`config.mk`:
```
export PLATFORM = sky130hd
export DESIGN_NAME = ctp_top
export DESIGN_NICKNAME = d
export VERILOG_FILES = /design/src/hw/ctp_pkg.sv /design/src/hw/ctp_prescaler.sv /design/src/hw/ctp_top.sv
export SDC_FILE = /design/constraint.sdc
export NUM_CORES = 1
export LEC_CHECK = 0
export BUFFER_PORTS_ARGS = -buffer_cell sky130_fd_sc_hd__buf_2
export CAP_MARGIN = 15
export CELL_PAD_IN_SITES_DETAIL_PLACEMENT = 1
export CELL_PAD_IN_SITES_GLOBAL_PLACEMENT = 1
export CORE_UTILIZATION = 40
export DETAILED_ROUTE_END_ITERATION = 7
export GPL_TIMING_DRIVEN = 0
export PLACE_DENSITY_LB_ADDON = 0.1
export SLEW_MARGIN = 20
export SYNTH_ARGS = -nofsm -noshare
export SYNTH_HDL_FRONTEND = slang
export SYNTH_HIERARCHICAL = 1
export SYNTH_SLANG_ARGS = --single-unit
```
`constraint.sdc`:
```
create_clock -name sys_clk -period 3.6 [get_ports sys_clk]
set_input_delay 0.18 -clock sys_clk [delete_from_list [all_inputs] [get_ports sys_clk]]
set_output_delay 0.18 -clock sys_clk [all_outputs]
set_load 0.1 [all_outputs]
```
`src/hw/ctp_pkg.sv`:
```
// Package with constants and types for the counter/timer pair.
package ctp_pkg;

	localparam logic [1:0] CTP_MODE_13BIT  = 2'h0;
	localparam logic [1:0] CTP_MODE_16BIT  = 2'h1;
	localparam logic [1:0] CTP_MODE_RELOAD = 2'h2;
	localparam logic [1:0] CTP_MODE_SPLIT  = 2'h3;

	localparam logic [1:0] CTP_SCALE_DIV12 = 2'h0;
	localparam logic [1:0] CTP_SCALE_DIV4  = 2'h1;
	localparam logic [1:0] CTP_SCALE_DIV48 = 2'h2;
	localparam logic [1:0] CTP_SCALE_EXT8  = 2'h3;

	localparam logic [5:0] CTP_PRESC_LAST  = 6'h2F;
	localparam logic [5:0] CTP_PRESC_RESET = 6'h00;
	localparam logic [2:0] CTP_EXT_LAST    = 3'h7;
	localparam logic [2:0] CTP_EXT_RESET   = 3'h0;

	localparam logic [15:0] CTP_COUNT_RESET = 16'h0000;
	localparam logic [12:0] CTP_MAX13       = 13'h1FFF;
	localparam logic [15:0] CTP_MAX16       = 16'hFFFF;
	localparam logic [7:0]  CTP_MAX8        = 8'hFF;
	localparam int          CTP_LO13_BITS   = 5;

	typedef struct packed {
		logic       run;
		logic       gate_enable;
		logic       gate_polarity;
		logic       count_source;
		logic       clock_select;
		logic       irq_enable;
		logic [1:0] mode;
	} ctp_cfg_t;

	typedef struct packed {
		logic       wr_low;
		logic       wr_high;
		logic [7:0] data;
	} ctp_wr_t;

	typedef struct packed {
		logic        ovf;
		logic [15:0] cnt;
	} ctp_step_t;

endpackage : ctp_pkg

```
`src/hw/ctp_prescaler.sv`:
```
// Prescaled clock enable generator for the counter/timer pair.
module ctp_prescaler (
	input  wire logic       sys_clk,
	input  wire logic       arst_n,
	input  wire logic [1:0] clock_scale_field,
	input  wire logic       ext_osc,
	output logic            presc_tick
);
	import ctp_pkg::*;

	logic [5:0] div_q;
	logic [2:0] ext_cnt_q;
	logic       ext_prev_q;
	logic       ext_rise;
	logic       ext_tick;

	// One counter modulo 48 gives the divide by 4, 12 and 48 enables.
	always_ff @(posedge sys_clk or negedge arst_n) begin
		if (!arst_n) begin
			div_q <= CTP_PRESC_RESET;
		end else if (div_q == CTP_PRESC_LAST) begin
			div_q <= CTP_PRESC_RESET;
		end else begin
			div_q <= div_q + 6'h01;
		end
	end

	// The oscillator level is used unsampled; only its previous level is kept on the system clock.
	assign ext_rise = ext_osc & ~ext_prev_q;
	assign ext_tick = ext_rise && (ext_cnt_q == CTP_EXT_LAST);

	always_ff @(posedge sys_clk or negedge arst_n) begin
		if (!arst_n) begin
			ext_prev_q <= 1'b0;
			ext_cnt_q  <= CTP_EXT_RESET;
		end else begin
			ext_prev_q <= ext_osc;
			if (ext_rise) begin
				ext_cnt_q <= ext_cnt_q + 3'h1;
			end
		end
	end

	// Scale selection.
	always_comb begin
		unique case (clock_scale_field)
			CTP_SCALE_DIV12: presc_tick = (div_q == 6'h0B) || (div_q == 6'h17)
				|| (div_q == 6'h23) || (div_q == CTP_PRESC_LAST);
			CTP_SCALE_DIV4:  presc_tick = (div_q[1:0] == 2'h3);
			CTP_SCALE_DIV48: presc_tick = (div_q == CTP_PRESC_LAST);
			CTP_SCALE_EXT8:  presc_tick = ext_tick;
		endcase
	end

endmodule : ctp_prescaler

```
`src/hw/ctp_top.sv`:
```
// Two classic counter/timers, A with four modes and B with three (mode 3 holds B), gating and overflow flags.
module ctp_top (
	input  wire logic              sys_clk,
	input  wire logic              arst_n,
	input  wire ctp_pkg::ctp_cfg_t timer_a_cfg,
	input  wire ctp_pkg::ctp_cfg_t timer_b_cfg,
	input  wire logic [1:0]        clock_scale_field,
	input  wire logic              ext_osc,
	input  wire logic              timer_a_event_pin,
	input  wire logic              timer_b_event_pin,
	input  wire logic              timer_a_gate_input,
	input  wire logic              timer_b_gate_input,
	input  wire ctp_pkg::ctp_wr_t  timer_a_wr,
	input  wire ctp_pkg::ctp_wr_t  timer_b_wr,
	input  wire logic              timer_a_flag_clear,
	input  wire logic              timer_b_flag_clear,
	output logic [7:0]             timer_a_low_byte,
	output logic [7:0]             timer_a_high_byte,
	output logic [7:0]             timer_b_low_byte,
	output logic [7:0]             timer_b_high_byte,
	output logic                   timer_a_overflow_flag,
	output logic                   timer_b_overflow_flag,
	output logic                   timer_a_irq,
	output logic                   timer_b_irq,
	output logic                   timer_a_ovf_pulse,
	output logic                   timer_b_ovf_pulse
);
	import ctp_pkg::*;

	logic [15:0] cnt_a_q;
	logic [15:0] cnt_b_q;
	logic [15:0] cnt_a_d;
	logic [15:0] cnt_b_d;
	logic        flag_a_q;
	logic        flag_b_q;
	logic        pin_a_q;
	logic        pin_b_q;
	logic        ovf_a_q;
	logic        ovf_b_q;
	logic        presc_tick;
	logic        split;
	logic        run_a;
	logic        run_b;
	logic        inc_a;
	logic        inc_b;
	logic        inc_hi;
	logic        set_a;
	logic        set_b;
	logic        hi_ovf;
	logic [7:0]  hi_next;
	ctp_step_t   step_a;
	ctp_step_t   step_b;

	ctp_prescaler u_presc (
		.sys_clk           (sys_clk),
		.arst_n            (arst_n),
		.clock_scale_field (clock_scale_field),
		.ext_osc           (ext_osc),
		.presc_tick        (presc_tick)
	);

	// Gate qualification with a selectable active level.
	function automatic logic gate_ok(input ctp_cfg_t cfg, input logic gin);
		logic active;
		active = cfg.gate_polarity ? gin : ~gin;
		return cfg.run && (!cfg.gate_enable || active);
	endfunction : gate_ok

	// Count enable from the chosen source.
	function automatic logic tick_sel(input logic ext_src, input logic csel,
		input logic fall, input logic ptick);
		return ext_src ? fall : (csel ? 1'b1 : ptick);
	endfunction : tick_sel

	// One counting step in modes 0 to 2; split mode steps the low byte only.
	function automatic ctp_step_t step(input logic [1:0] mode,
		input logic [15:0] c, input logic inc);
		ctp_step_t r;
		logic [12:0] v13;
		r.ovf = 1'b0;
		r.cnt = c;
		v13   = {c[15:8], c[4:0]};
		if (inc) begin
			unique case (mode)
				CTP_MODE_13BIT: begin
					r.ovf = (v13 == CTP_MAX13);
					v13   = v13 + 13'h0001;
					r.cnt = {v13[12:5], c[7:5], v13[4:0]};
				end
				CTP_MODE_16BIT: begin
					r.ovf = (c == CTP_MAX16);
					r.cnt = c + 16'h0001;
				end
				CTP_MODE_RELOAD: begin
					r.ovf = (c[7:0] == CTP_MAX8);
					r.cnt = {c[15:8], r.ovf ? c[15:8] : c[7:0] + 8'h01};
				end
				CTP_MODE_SPLIT: begin
					r.ovf = (c[7:0] == CTP_MAX8);
					r.cnt = {c[15:8], c[7:0] + 8'h01};
				end
			endcase
		end
		return r;
	endfunction : step

	assign split = (timer_a_cfg.mode == CTP_MODE_SPLIT);

	// Run control per timer; timer B follows its mode while A is split.
	assign run_a = gate_ok(timer_a_cfg, timer_a_gate_input);
	assign run_b = split ? (timer_b_cfg.mode != CTP_MODE_SPLIT)
		: (timer_b_cfg.mode != CTP_MODE_SPLIT)
		&& gate_ok(timer_b_cfg, timer_b_gate_input);

	assign inc_a = run_a && tick_sel(timer_a_cfg.count_source,
		timer_a_cfg.clock_select, pin_a_q & ~timer_a_event_pin,
		presc_tick);
	assign inc_b = run_b && tick_sel(timer_b_cfg.count_source && !split,
		timer_b_cfg.clock_select, pin_b_q & ~timer_b_event_pin,
		presc_tick);

	assign inc_hi = split && timer_b_cfg.run
		&& tick_sel(1'b0, timer_a_cfg.clock_select, 1'b0, presc_tick);
	assign hi_ovf  = inc_hi && (cnt_a_q[15:8] == CTP_MAX8);
	assign hi_next = inc_hi ? cnt_a_q[15:8] + 8'h01 : cnt_a_q[15:8];

	assign step_a = step(timer_a_cfg.mode, cnt_a_q, inc_a);
	assign step_b = step(timer_b_cfg.mode, cnt_b_q, inc_b);

	assign set_a = step_a.ovf;
	assign set_b = split ? hi_ovf : step_b.ovf;

	// Software byte writes win over counting; run never touches the count.
	always_comb begin
		cnt_a_d = split ? {hi_next, step_a.cnt[7:0]} : step_a.cnt;
		cnt_b_d = step_b.cnt;
		if (timer_a_wr.wr_low) begin
			cnt_a_d[7:0] = timer_a_wr.data;
		end
		if (timer_a_wr.wr_high) begin
			cnt_a_d[15:8] = timer_a_wr.data;
		end
		if (timer_b_wr.wr_low) begin
			cnt_b_d[7:0] = timer_b_wr.data;
		end
		if (timer_b_wr.wr_high) begin
			cnt_b_d[15:8] = timer_b_wr.data;
		end
	end

	always_ff @(posedge sys_clk or negedge arst_n) begin
		if (!arst_n) begin
			cnt_a_q <= CTP_COUNT_RESET;
			cnt_b_q <= CTP_COUNT_RESET;
		end else begin
			cnt_a_q <= cnt_a_d;
			cnt_b_q <= cnt_b_d;
		end
	end

	// Event pins are kept one cycle back for falling edge detection.
	always_ff @(posedge sys_clk or negedge arst_n) begin
		if (!arst_n) begin
			pin_a_q <= 1'b1;
			pin_b_q <= 1'b1;
		end else begin
			pin_a_q <= timer_a_event_pin;
			pin_b_q <= timer_b_event_pin;
		end
	end

	// Overflow flags; a set in the clearing cycle wins.
	always_ff @(posedge sys_clk or negedge arst_n) begin
		if (!arst_n) begin
			flag_a_q <= 1'b0;
			flag_b_q <= 1'b0;
		end else begin
			flag_a_q <= set_a || (flag_a_q && !timer_a_flag_clear);
			flag_b_q <= set_b || (flag_b_q && !timer_b_flag_clear);
		end
	end

	// Overflow pulses to the other peripherals.
	always_ff @(posedge sys_clk or negedge arst_n) begin
		if (!arst_n) begin
			ovf_a_q <= 1'b0;
			ovf_b_q <= 1'b0;
		end else begin
			ovf_a_q <= step_a.ovf;
			ovf_b_q <= step_b.ovf;
		end
	end

	assign timer_a_low_byte      = cnt_a_q[7:0];
	assign timer_a_high_byte     = cnt_a_q[15:8];
	assign timer_b_low_byte      = cnt_b_q[7:0];
	assign timer_b_high_byte     = cnt_b_q[15:8];
	assign timer_a_overflow_flag = flag_a_q;
	assign timer_b_overflow_flag = flag_b_q;
	assign timer_a_irq           = flag_a_q && timer_a_cfg.irq_enable;
	assign timer_b_irq           = flag_b_q && timer_b_cfg.irq_enable;
	assign timer_a_ovf_pulse     = ovf_a_q;
	assign timer_b_ovf_pulse     = ovf_b_q;

	a_stop_holds: assert property (
		@(posedge sys_clk) disable iff (!arst_n)
		(!timer_a_cfg.run && !split && !timer_a_wr.wr_low
			&& !timer_a_wr.wr_high) |=> $stable(cnt_a_q))
		else $error("Timer A counted while stopped.");

	a_wrap_16bit: assert property (
		@(posedge sys_clk) disable iff (!arst_n)
		(timer_a_cfg.mode == CTP_MODE_16BIT && inc_a && cnt_a_q == CTP_MAX16
			&& !timer_a_wr.wr_low && !timer_a_wr.wr_high)
		|=> (cnt_a_q == CTP_COUNT_RESET) && flag_a_q && timer_a_ovf_pulse)
		else $error("Timer A 16-bit wrap failed.");

	a_wrap_13bit: assert property (
		@(posedge sys_clk) disable iff (!arst_n)
		(timer_a_cfg.mode == CTP_MODE_13BIT && inc_a
			&& cnt_a_q[15:8] == CTP_MAX8 && cnt_a_q[4:0] == 5'h1F
			&& !timer_a_wr.wr_low && !timer_a_wr.wr_high)
		|=> cnt_a_q[15:8] == 8'h00 && cnt_a_q[4:0] == 5'h00 && flag_a_q)
		else $error("Timer A 13-bit wrap failed.");

	a_reload_low: assert property (
		@(posedge sys_clk) disable iff (!arst_n)
		(timer_b_cfg.mode == CTP_MODE_RELOAD && inc_b
			&& cnt_b_q[7:0] == CTP_MAX8 && !timer_b_wr.wr_low
			&& !timer_b_wr.wr_high && !split)
		|=> cnt_b_q[7:0] == $past(cnt_b_q[15:8])
			&& $stable(cnt_b_q[15:8]) && flag_b_q)
		else $error("Timer B reload failed.");

	a_irq_gated: assert property (
		@(posedge sys_clk) disable iff (!arst_n)
		set_a |=> timer_a_irq == timer_a_cfg.irq_enable)
		else $error("Timer A interrupt does not follow its enable.");

	a_sysclk_count: assert property (
		@(posedge sys_clk) disable iff (!arst_n)
		(timer_a_cfg.mode == CTP_MODE_16BIT && run_a
			&& !timer_a_cfg.count_source && timer_a_cfg.clock_select
			&& cnt_a_q != CTP_MAX16 && !timer_a_wr.wr_low
			&& !timer_a_wr.wr_high) |=> cnt_a_q == $past(cnt_a_q) + 16'h0001)
		else $error("Timer A missed a system clock count.");

	a_edge_count: assert property (
		@(posedge sys_clk) disable iff (!arst_n)
		(timer_a_cfg.mode == CTP_MODE_16BIT && run_a
			&& timer_a_cfg.count_source && pin_a_q && !timer_a_event_pin
			&& cnt_a_q != CTP_MAX16 && !timer_a_wr.wr_low
			&& !timer_a_wr.wr_high) |=> cnt_a_q == $past(cnt_a_q) + 16'h0001)
		else $error("Timer A missed a pin edge.");

	a_set_wins: assert property (
		@(posedge sys_clk) disable iff (!arst_n)
		(set_b && timer_b_flag_clear) |=> flag_b_q)
		else $error("Timer B overflow lost against a clear.");

	a_split_high: assert property (
		@(posedge sys_clk) disable iff (!arst_n)
		(split && !timer_b_cfg.run && !timer_a_wr.wr_high)
		|=> $stable(cnt_a_q[15:8]))
		else $error("Split upper byte ran without timer B run.");

endmodule : ctp_top

```
# After elaboration in Yosys (flattened, before gate mapping)
# Index checks and enable logic that the tools add are counted.
[word_totals]
word_cells = 116
latch_bits = 0
memories = 0
mem_bits_rw = 0
mem_bits_ro = 0
out_inout_bits = 38
reg_bits = 48
[op_classes]
n_eq_ne = 28
magnitude_cmp = 0
n_mul = 0
shift = 0
n_addsub = 9
n_bitwise = 8
muxes = 22
div_mod_pow = 0
reduce_logical = 35
[ops]
columns = ["operator", "n"]
rows = [
  ["case mux 17 bit (4 select lines)", 2],
  ["2-to-1 mux 8 bit", 7],
  ["2-to-1 mux 17 bit", 2],
  ["adder 16 x 1 -> 16 bit (second input constant)", 2],
  ["equality test 16 bit (second input constant)", 2],
  ["adder 13 x 1 -> 13 bit (second input constant)", 2],
  ["equality test 13 bit (second input constant)", 2],
  ["adder 8 x 1 -> 8 bit (second input constant)", 3],
  ["equality test 8 bit (second input constant)", 3],
  ["2-to-1 mux 16 bit", 1],
  ["equality test 2 bit (second input constant)", 7],
  ["logical AND 1 bit", 14],
  ["equality test 6 bit (second input constant)", 2],
  ["2-to-1 mux 1 bit", 8],
  ["inequality test 2 bit (second input constant)", 4],
  ["logical OR 1 bit", 7],
  ["adder 6 x 1 -> 6 bit (second input constant)", 1],
  ["equality test 2 x 1 -> 1 bit (second input constant)", 3],
  ["equality test 6 x 4 -> 1 bit (second input constant)", 1],
  ["equality test 6 x 5 -> 1 bit (second input constant)", 1],
  ["logical NOT 2 bit", 3],
  ["2-to-1 mux 6 bit", 1],
  ["AND reduction 3 bit", 2],
  ["logical NOT 1 bit", 5],
  ["10 further kinds", 17],
]

# Depth between registers and ports, before layout
[depth]
ltp_word = 11
ltp_mapped = 12
depth_no_buf = 11

# Hierarchy
# Netlist, hierarchy kept.
[by_module_without_submodules]
columns = ["mod", "cells_each", "instances", "area_per_inst_um2"]
rows = [
  ["ctp_top", 414, 1, 3205.6],
  ["ctp_prescaler", 46, 1, 538.0],
]

# Worst setup path before layout
# OpenSTA, ideal clock, no wires.
[synth_timing]
kind = "flip-flop to flip-flop"
startpoint = "reg cnt_a_q[0]"
endpoint = "reg cnt_a_q[2]"
stages_incl_launch_ff = 8
required_time_ns = 3.464
setup_slack_ns = 0.757
n_path_buf = 0
arrival_ns = 2.707
path_cell_list = "dfrtp_1 ha_1 nand4_4 or2_4 a2111oi_4 o21ai_1 a221oi_1 a21oi_1"
[synth_between]
elab_chain_cells = 6
elab_cells_between_ends = 9
cone_classes = "3 x add/sub; 1 x eq/ne; 5 x mux"
[synth_rtl]
columns = ["element", "line", "rtl"]
rows = [
  ["start: declaration", "ctp_top.sv:30", "logic [15:0] cnt_a_q;"],
  ["start signal: assignment", "ctp_top.sv:156", "cnt_a_q <= cnt_a_d;"],
  ["adder 8 x 1 -> 8 bit / equality test 8 bit (equally long branches)", "ctp_top.sv:96, ctp_top.sv:100, ctp_top.sv:95", ""],
  ["2-to-1 mux 8 bit", "ctp_top.sv:96", "r.cnt = {c[15:8], r.ovf ? c[15:8] : c[7:0] + 8'h01};"],
  ["case mux 17 bit (4 select lines) (*)", "ctp_top.sv:84", "unique case (mode)"],
  ["2-to-1 mux 17 bit (*)", "ctp_top.sv:83", "if (inc) begin"],
  ["2-to-1 mux 16 bit (*)", "ctp_top.sv:135", "cnt_a_d = split ? {hi_next, step_a.cnt[7:0]} : step_a.cnt;"],
  ["2-to-1 mux 8 bit (*)", "ctp_top.sv:137", "if (timer_a_wr.wr_low) begin"],
]
# Mark *: on every way between the ends. The rest lies on a longest branch, timed or not. The select of a mux whose other input is x is not followed.
# A chain may end at the register's enable or synchronous reset.

# Worst setup path after layout
[layout_timing]
startpoint = "reg u_presc.div_q[0]"
endpoint = "reg cnt_a_q[12]"
[layout_between]
elab_chain_cells = 10
elab_cells_between_ends = 16
cone_classes = "6 x eq/ne; 3 x mux; 7 x reduce/logical"
[layout_rtl]
columns = ["element", "line", "rtl"]
rows = [
  ["start: declaration", "ctp_prescaler.sv:11", "logic [5:0] div_q;"],
  ["start signal: assignment", "ctp_prescaler.sv:24", "div_q <= div_q + 6'h01;"],
  ["equality test 6 x 4 -> 1 bit / equality test 6 x 5 -> 1 bit (equally long branches)", "ctp_prescaler.sv:47", "CTP_SCALE_DIV12: presc_tick = (div_q == 6'h0B) || (div_q == 6'h17)"],
  ["logical OR 1 bit", "ctp_prescaler.sv:47", ""],
  ["logical OR 1 bit (2 in series)", "ctp_prescaler.sv:48", "|| (div_q == 6'h23) || (div_q == CTP_PRESC_LAST);"],
  ["case mux 1 bit (4 select lines) (*)", "ctp_prescaler.sv:46", "unique case (clock_scale_field)"],
  ["via presc_tick", "ctp_top.sv:40", "logic presc_tick;"],
  ["2-to-1 mux 1 bit (*)", "ctp_top.sv:72", "return ext_src ? fall : (csel ? 1'b1 : ptick);"],
  ["2-to-1 mux 1 bit", "ctp_top.sv:72", ""],
  ["logical AND 1 bit", "ctp_top.sv:115", "assign inc_a = run_a && tick_sel(timer_a_cfg.count_source,"],
  ["nonzero test 3 bit (no source line)", "-", ""],
  ["AND reduction 3 bit (no source line) (*)", "-", ""],
]
# The timed path passes the listed nets; every way through them passes the cells marked *.

==> key figures <==
Detailed routing
  – DRT Pass-1 Iters: 4
  – Iteration-0 DRC Markers: 153
  – WL/cell: 18.46 um
  – Routed vias/inst: 5.913
  – Final wirelength: 12.24 mm
  – Antenna viol nets, final: 0
  – DRC: 0
  – Vias: 3920

Synthesis
  – Avg Cell Area, Syn: between 8 and 9 um^2
  – Top_reg_cell synth: dfrtp_1
  – XOR/XNOR Fraction of Synth Area: slightly below 6%
  – Post-synth cell types: 76
  – Post-Syn Nets: 517
  – Cell taking the most area after synthesis: dfrtp_1
  – Area share of the largest cell type after synthesis: 30.75%
  – Synthesized area: 3744 um^2
  – Multiplexer area fraction after synthesis: 3.275%
  – Largest family of logic cells by synthesized area: compound AO/OA/AOI/OAI gates
  – FFs w/ async S/R, synth: 100.0%
  – Synth Register Bits: 48
  – Synth top area cells: dfrtp_1 (31%), nand2_1 (6.3%), o21ai_0 (4.5%)
  – Post-Syn Instances: 460
  – Synth Area in Compound Gates: 25.67%
  – Post-synth EDFFs: 0
  – Post-Synth Adder-Cell Area: 3.342%
  – Simple-Gate Fraction of Synth Area: between 20% and 30%
  – Post-synthesis sequential area ratio: roughly a third
  – Ys Warns: 6

CTS
  – Root Buffer: clkbuf_8
  – Clock buffer count from CTS: 5
  – Clock Latency Late Sink: 0.31 ns
  – H-tree levels: 2
  – Clock slew at reported path FFs: about 0.11 ns
  – CTS Buffer Depth: 2
  – Post-CTS Setup Bufs: 0
  – CTS tree: yes
  – Clk sinks: between 40 and 50

Cells and area
  – Final std cells w/o fill: between 600 and 700
  – Fin nets: 611
  – Most common cell after layout, fill and taps aside: buf_2
  – Design Area, Final: 4461 um^2
  – Ratio of cells with drive above 1 in the final layout: between 20% and 30%
  – N_diodes: 0
  – Area Growth Syn to Fin: 19.15%
  – Most frequent cells in the layout: buf_2 (86), nand2_1 (63), dfrtp_1 (46)

Setup path
  – Kind of critical path: flop to flop
  – Req. time, crit path: 3.76 ns
  – CP Depth: 11
  – Worst setup SP type: flop
  – CP top delay family: compound AO/OA/AOI/OAI gates
  – CP endpoint kind: flop
  – Slowest library cell on the worst path: dfrtp_1
  – Crit path DAT: 3.40 ns
  – Critical Path Fanout Max: 8
  – Slowest Stage Delay on Critical Path: 0.38 ns
  – R2R cell count: 11
  – WP buf/inv: 1
  – Crit path cell chain: ha_1 > nand4b_1 > o311a_1 > a211oi_2 > nor3_1 > a211oi_1 > and2_1 > clkbuf_1 > a21boi_1 > a221oi_1 > o21ai_0

Timing
  – Slew of the pin with the lowest slew margin: 0.8984 ns
  – Slew Limit Fails: 0
  – Fmax: 308.9 MHz
  – RSZ-0062 raised after global routing: false
  – Final setup fails: 0
  – Min Clock Period, post-route: 3.237 ns
  – TNS Setup: 0 ns
  – Clock skew: about 0.0061 ns
  – Max-slew headroom: 39.55%
  – Crit share post-route: 89.92%
  – Worst setup margin: 0.3628 ns
  – Fin Hold WS: 0.08812 ns
  – Final hold violation count: 0

Floorplan
  – Core area: 8891 um^2
  – Initial Util: 42.11%
  – Die height: 98.74 um
  – Site Rows: 34
  – Die ar.: 9750 um^2
  – Die width: 98.74 um
  – I/O pins: 85

Worst hold path
  – Worst min-delay path class: input port to flop
  – Worst hold stages: 3

Power
  – Psw: 846.7 uW
  – Clock power share: 23.2%
  – Pleak: around 1.9 nW
  – Sw Ratio: 45.85%
  – Peak supply drop: approximately 0.25 mV
  – Combinational fraction of design power: between 40 and 50%
  – Internal Power: 1000 uW
  – Power Density: 414.0 nW/um^2
  – Sequential power share: 35.9%

Place
  – Placed cells: 651
  – GPL Wtd Cong: 0.8620
  – Hpwl dp: between 9 and 10 mm
  – Pre-CTS setup slack: 0.2374 ns
  – # port buffers: 83
  – Dpl cell area: 4297 um^2

GRT
  – Global-route wire length before repair: around 20 mm
  – Gr ovfl total: 0
  – Initial antenna violation count: 0
  – Number of global-route vias before repair: 4049
  – Largest net degree at the start of global routing: between 40 and 50
  – GRT Resource Usage Total: around 26%

Run status
  – Outcome: finished, final reports clean

Flow run
  – Max_cap viols: 0
cell families (layout without fill, tap and decap cells):
family	count (synthesis)	count (layout)
xor+xnor	25	25
fa+ha+maj	10	10
compound gates	139	139
buf+inv	49	144
flops	48	48
mux	12	12
simple gates	177	177
flip-flops by register name, summed over array words and instances (netlist names):
| register | flops |
|---|---|
| cnt_a_q | 16 |
| cnt_b_q | 16 |
| pin_a_q | 1 |
| pin_b_q | 1 |
| timer_a_overflow_flag | 1 |
| timer_a_ovf_pulse | 1 |
| timer_b_overflow_flag | 1 |
| timer_b_ovf_pulse | 1 |
| u_presc/div_q | 6 |
| u_presc/ext_cnt_q | 3 |
| u_presc/ext_prev_q | 1 |
metrics by stage:
stage,power [mW],util (%)
global route,1.940,50.17
detailed placement,1.420,48.33
floorplan,1.237,-
global placement,1.404,48.30
CTS,1.857,50.07
finish,1.847,50.17
power by group through the flow:
| stage | Clock (mW) | Sequential (mW) | Combinational [mW] |
|---|---|---|---|
| after floorplan | 0 | 0.964 | 0.273 |
| after global placement | 0 | 0.670 | 0.734 |
| after detailed placement | 0 | 0.673 | 0.747 |
| after CTS | 0.441 | 0.662 | 0.754 |
| after global routing | 0.460 | 0.674 | 0.806 |
| final | 0.429 | 0.663 | 0.754 |
synth_stat cells, types with 4 or more instances:
cell type  instances
a211oi_1           4
a21oi_1           24
a221oi_1           5
a31oi_1           10
and2_1             4
and3_1             7
and4_1             5
buf_2              4
buf_4              4
clkbuf_1          24
dfrtp_1           46
ha_1              10
inv_1             13
mux2i_1           10
nand2_1           63
nand2b_1           9
nand3_1           15
nand4_1            8
nor2_1            30
nor3_1            11
nor4_1             4
o211ai_1           5
o21a_1             6
o21ai_0           34
o22ai_1            5
o31ai_1            6
xnor2_1           16
xor2_1             9
final cells by class:
type	count	area, um^2
Clock inverter	3	46.29
Timing Repair Buffer	87	457.9
Tap cell	108	135.1
Buffer	34	147.6
Inverter	15	56.30
Sequential cell	48	1204
Clock buffer	5	68.82
Fill cell	1098	4431
Multi-Input combinational cell	363	2345
metal layers:
metal / global-route usage [%] / up-vias / wire length, um
li1: - / 1868 / -
met1: 31.72 / 1934 / 5225
met2: 46.69 / 102 / 6324
met3: 3.404 / 16 / 466
met4: 8.266 / 0 / 220
met5: 0 / - / 0
path summary, 6_finish.rpt:
check                                 start  slack [ns]                to
hold / removal                timer_b_wr[5]        0.09       cnt_b_q[13]
setup reg to reg           u_presc/div_q[0]        0.36       cnt_a_q[12]
min in group asynchronous            arst_n        0.43        cnt_b_q[7]
max in group asynchronous            arst_n        2.73       cnt_a_q[14]
hold reg to reg            u_presc/div_q[0]        0.46  u_presc/div_q[0]
setup / recovery           u_presc/div_q[0]        0.36       cnt_a_q[12]
worst register-to-register path, stage by stage (launching register included):
cell      delay (ns)
dfrtp_1         0.38
ha_1            0.27
nand4b_1        0.16
o311a_1         0.33
a211oi_2        0.32
nor3_1          0.09
a211oi_1        0.27
and2_1          0.16
clkbuf_1        0.36
a21boi_1        0.27
a221oi_1        0.31
o21ai_0         0.16
timing repair:
| action | in CTS | in global routing |
|---|---|---|
| hold buffers | 4 | 0 |
| resized for setup | 0 | 2 |
| endpoints found under the setup margin | 0 | 4 |
| endpoints found under the hold margin | 49 | 0 |
Note: power is estimated with default switching activity, not from simulation.
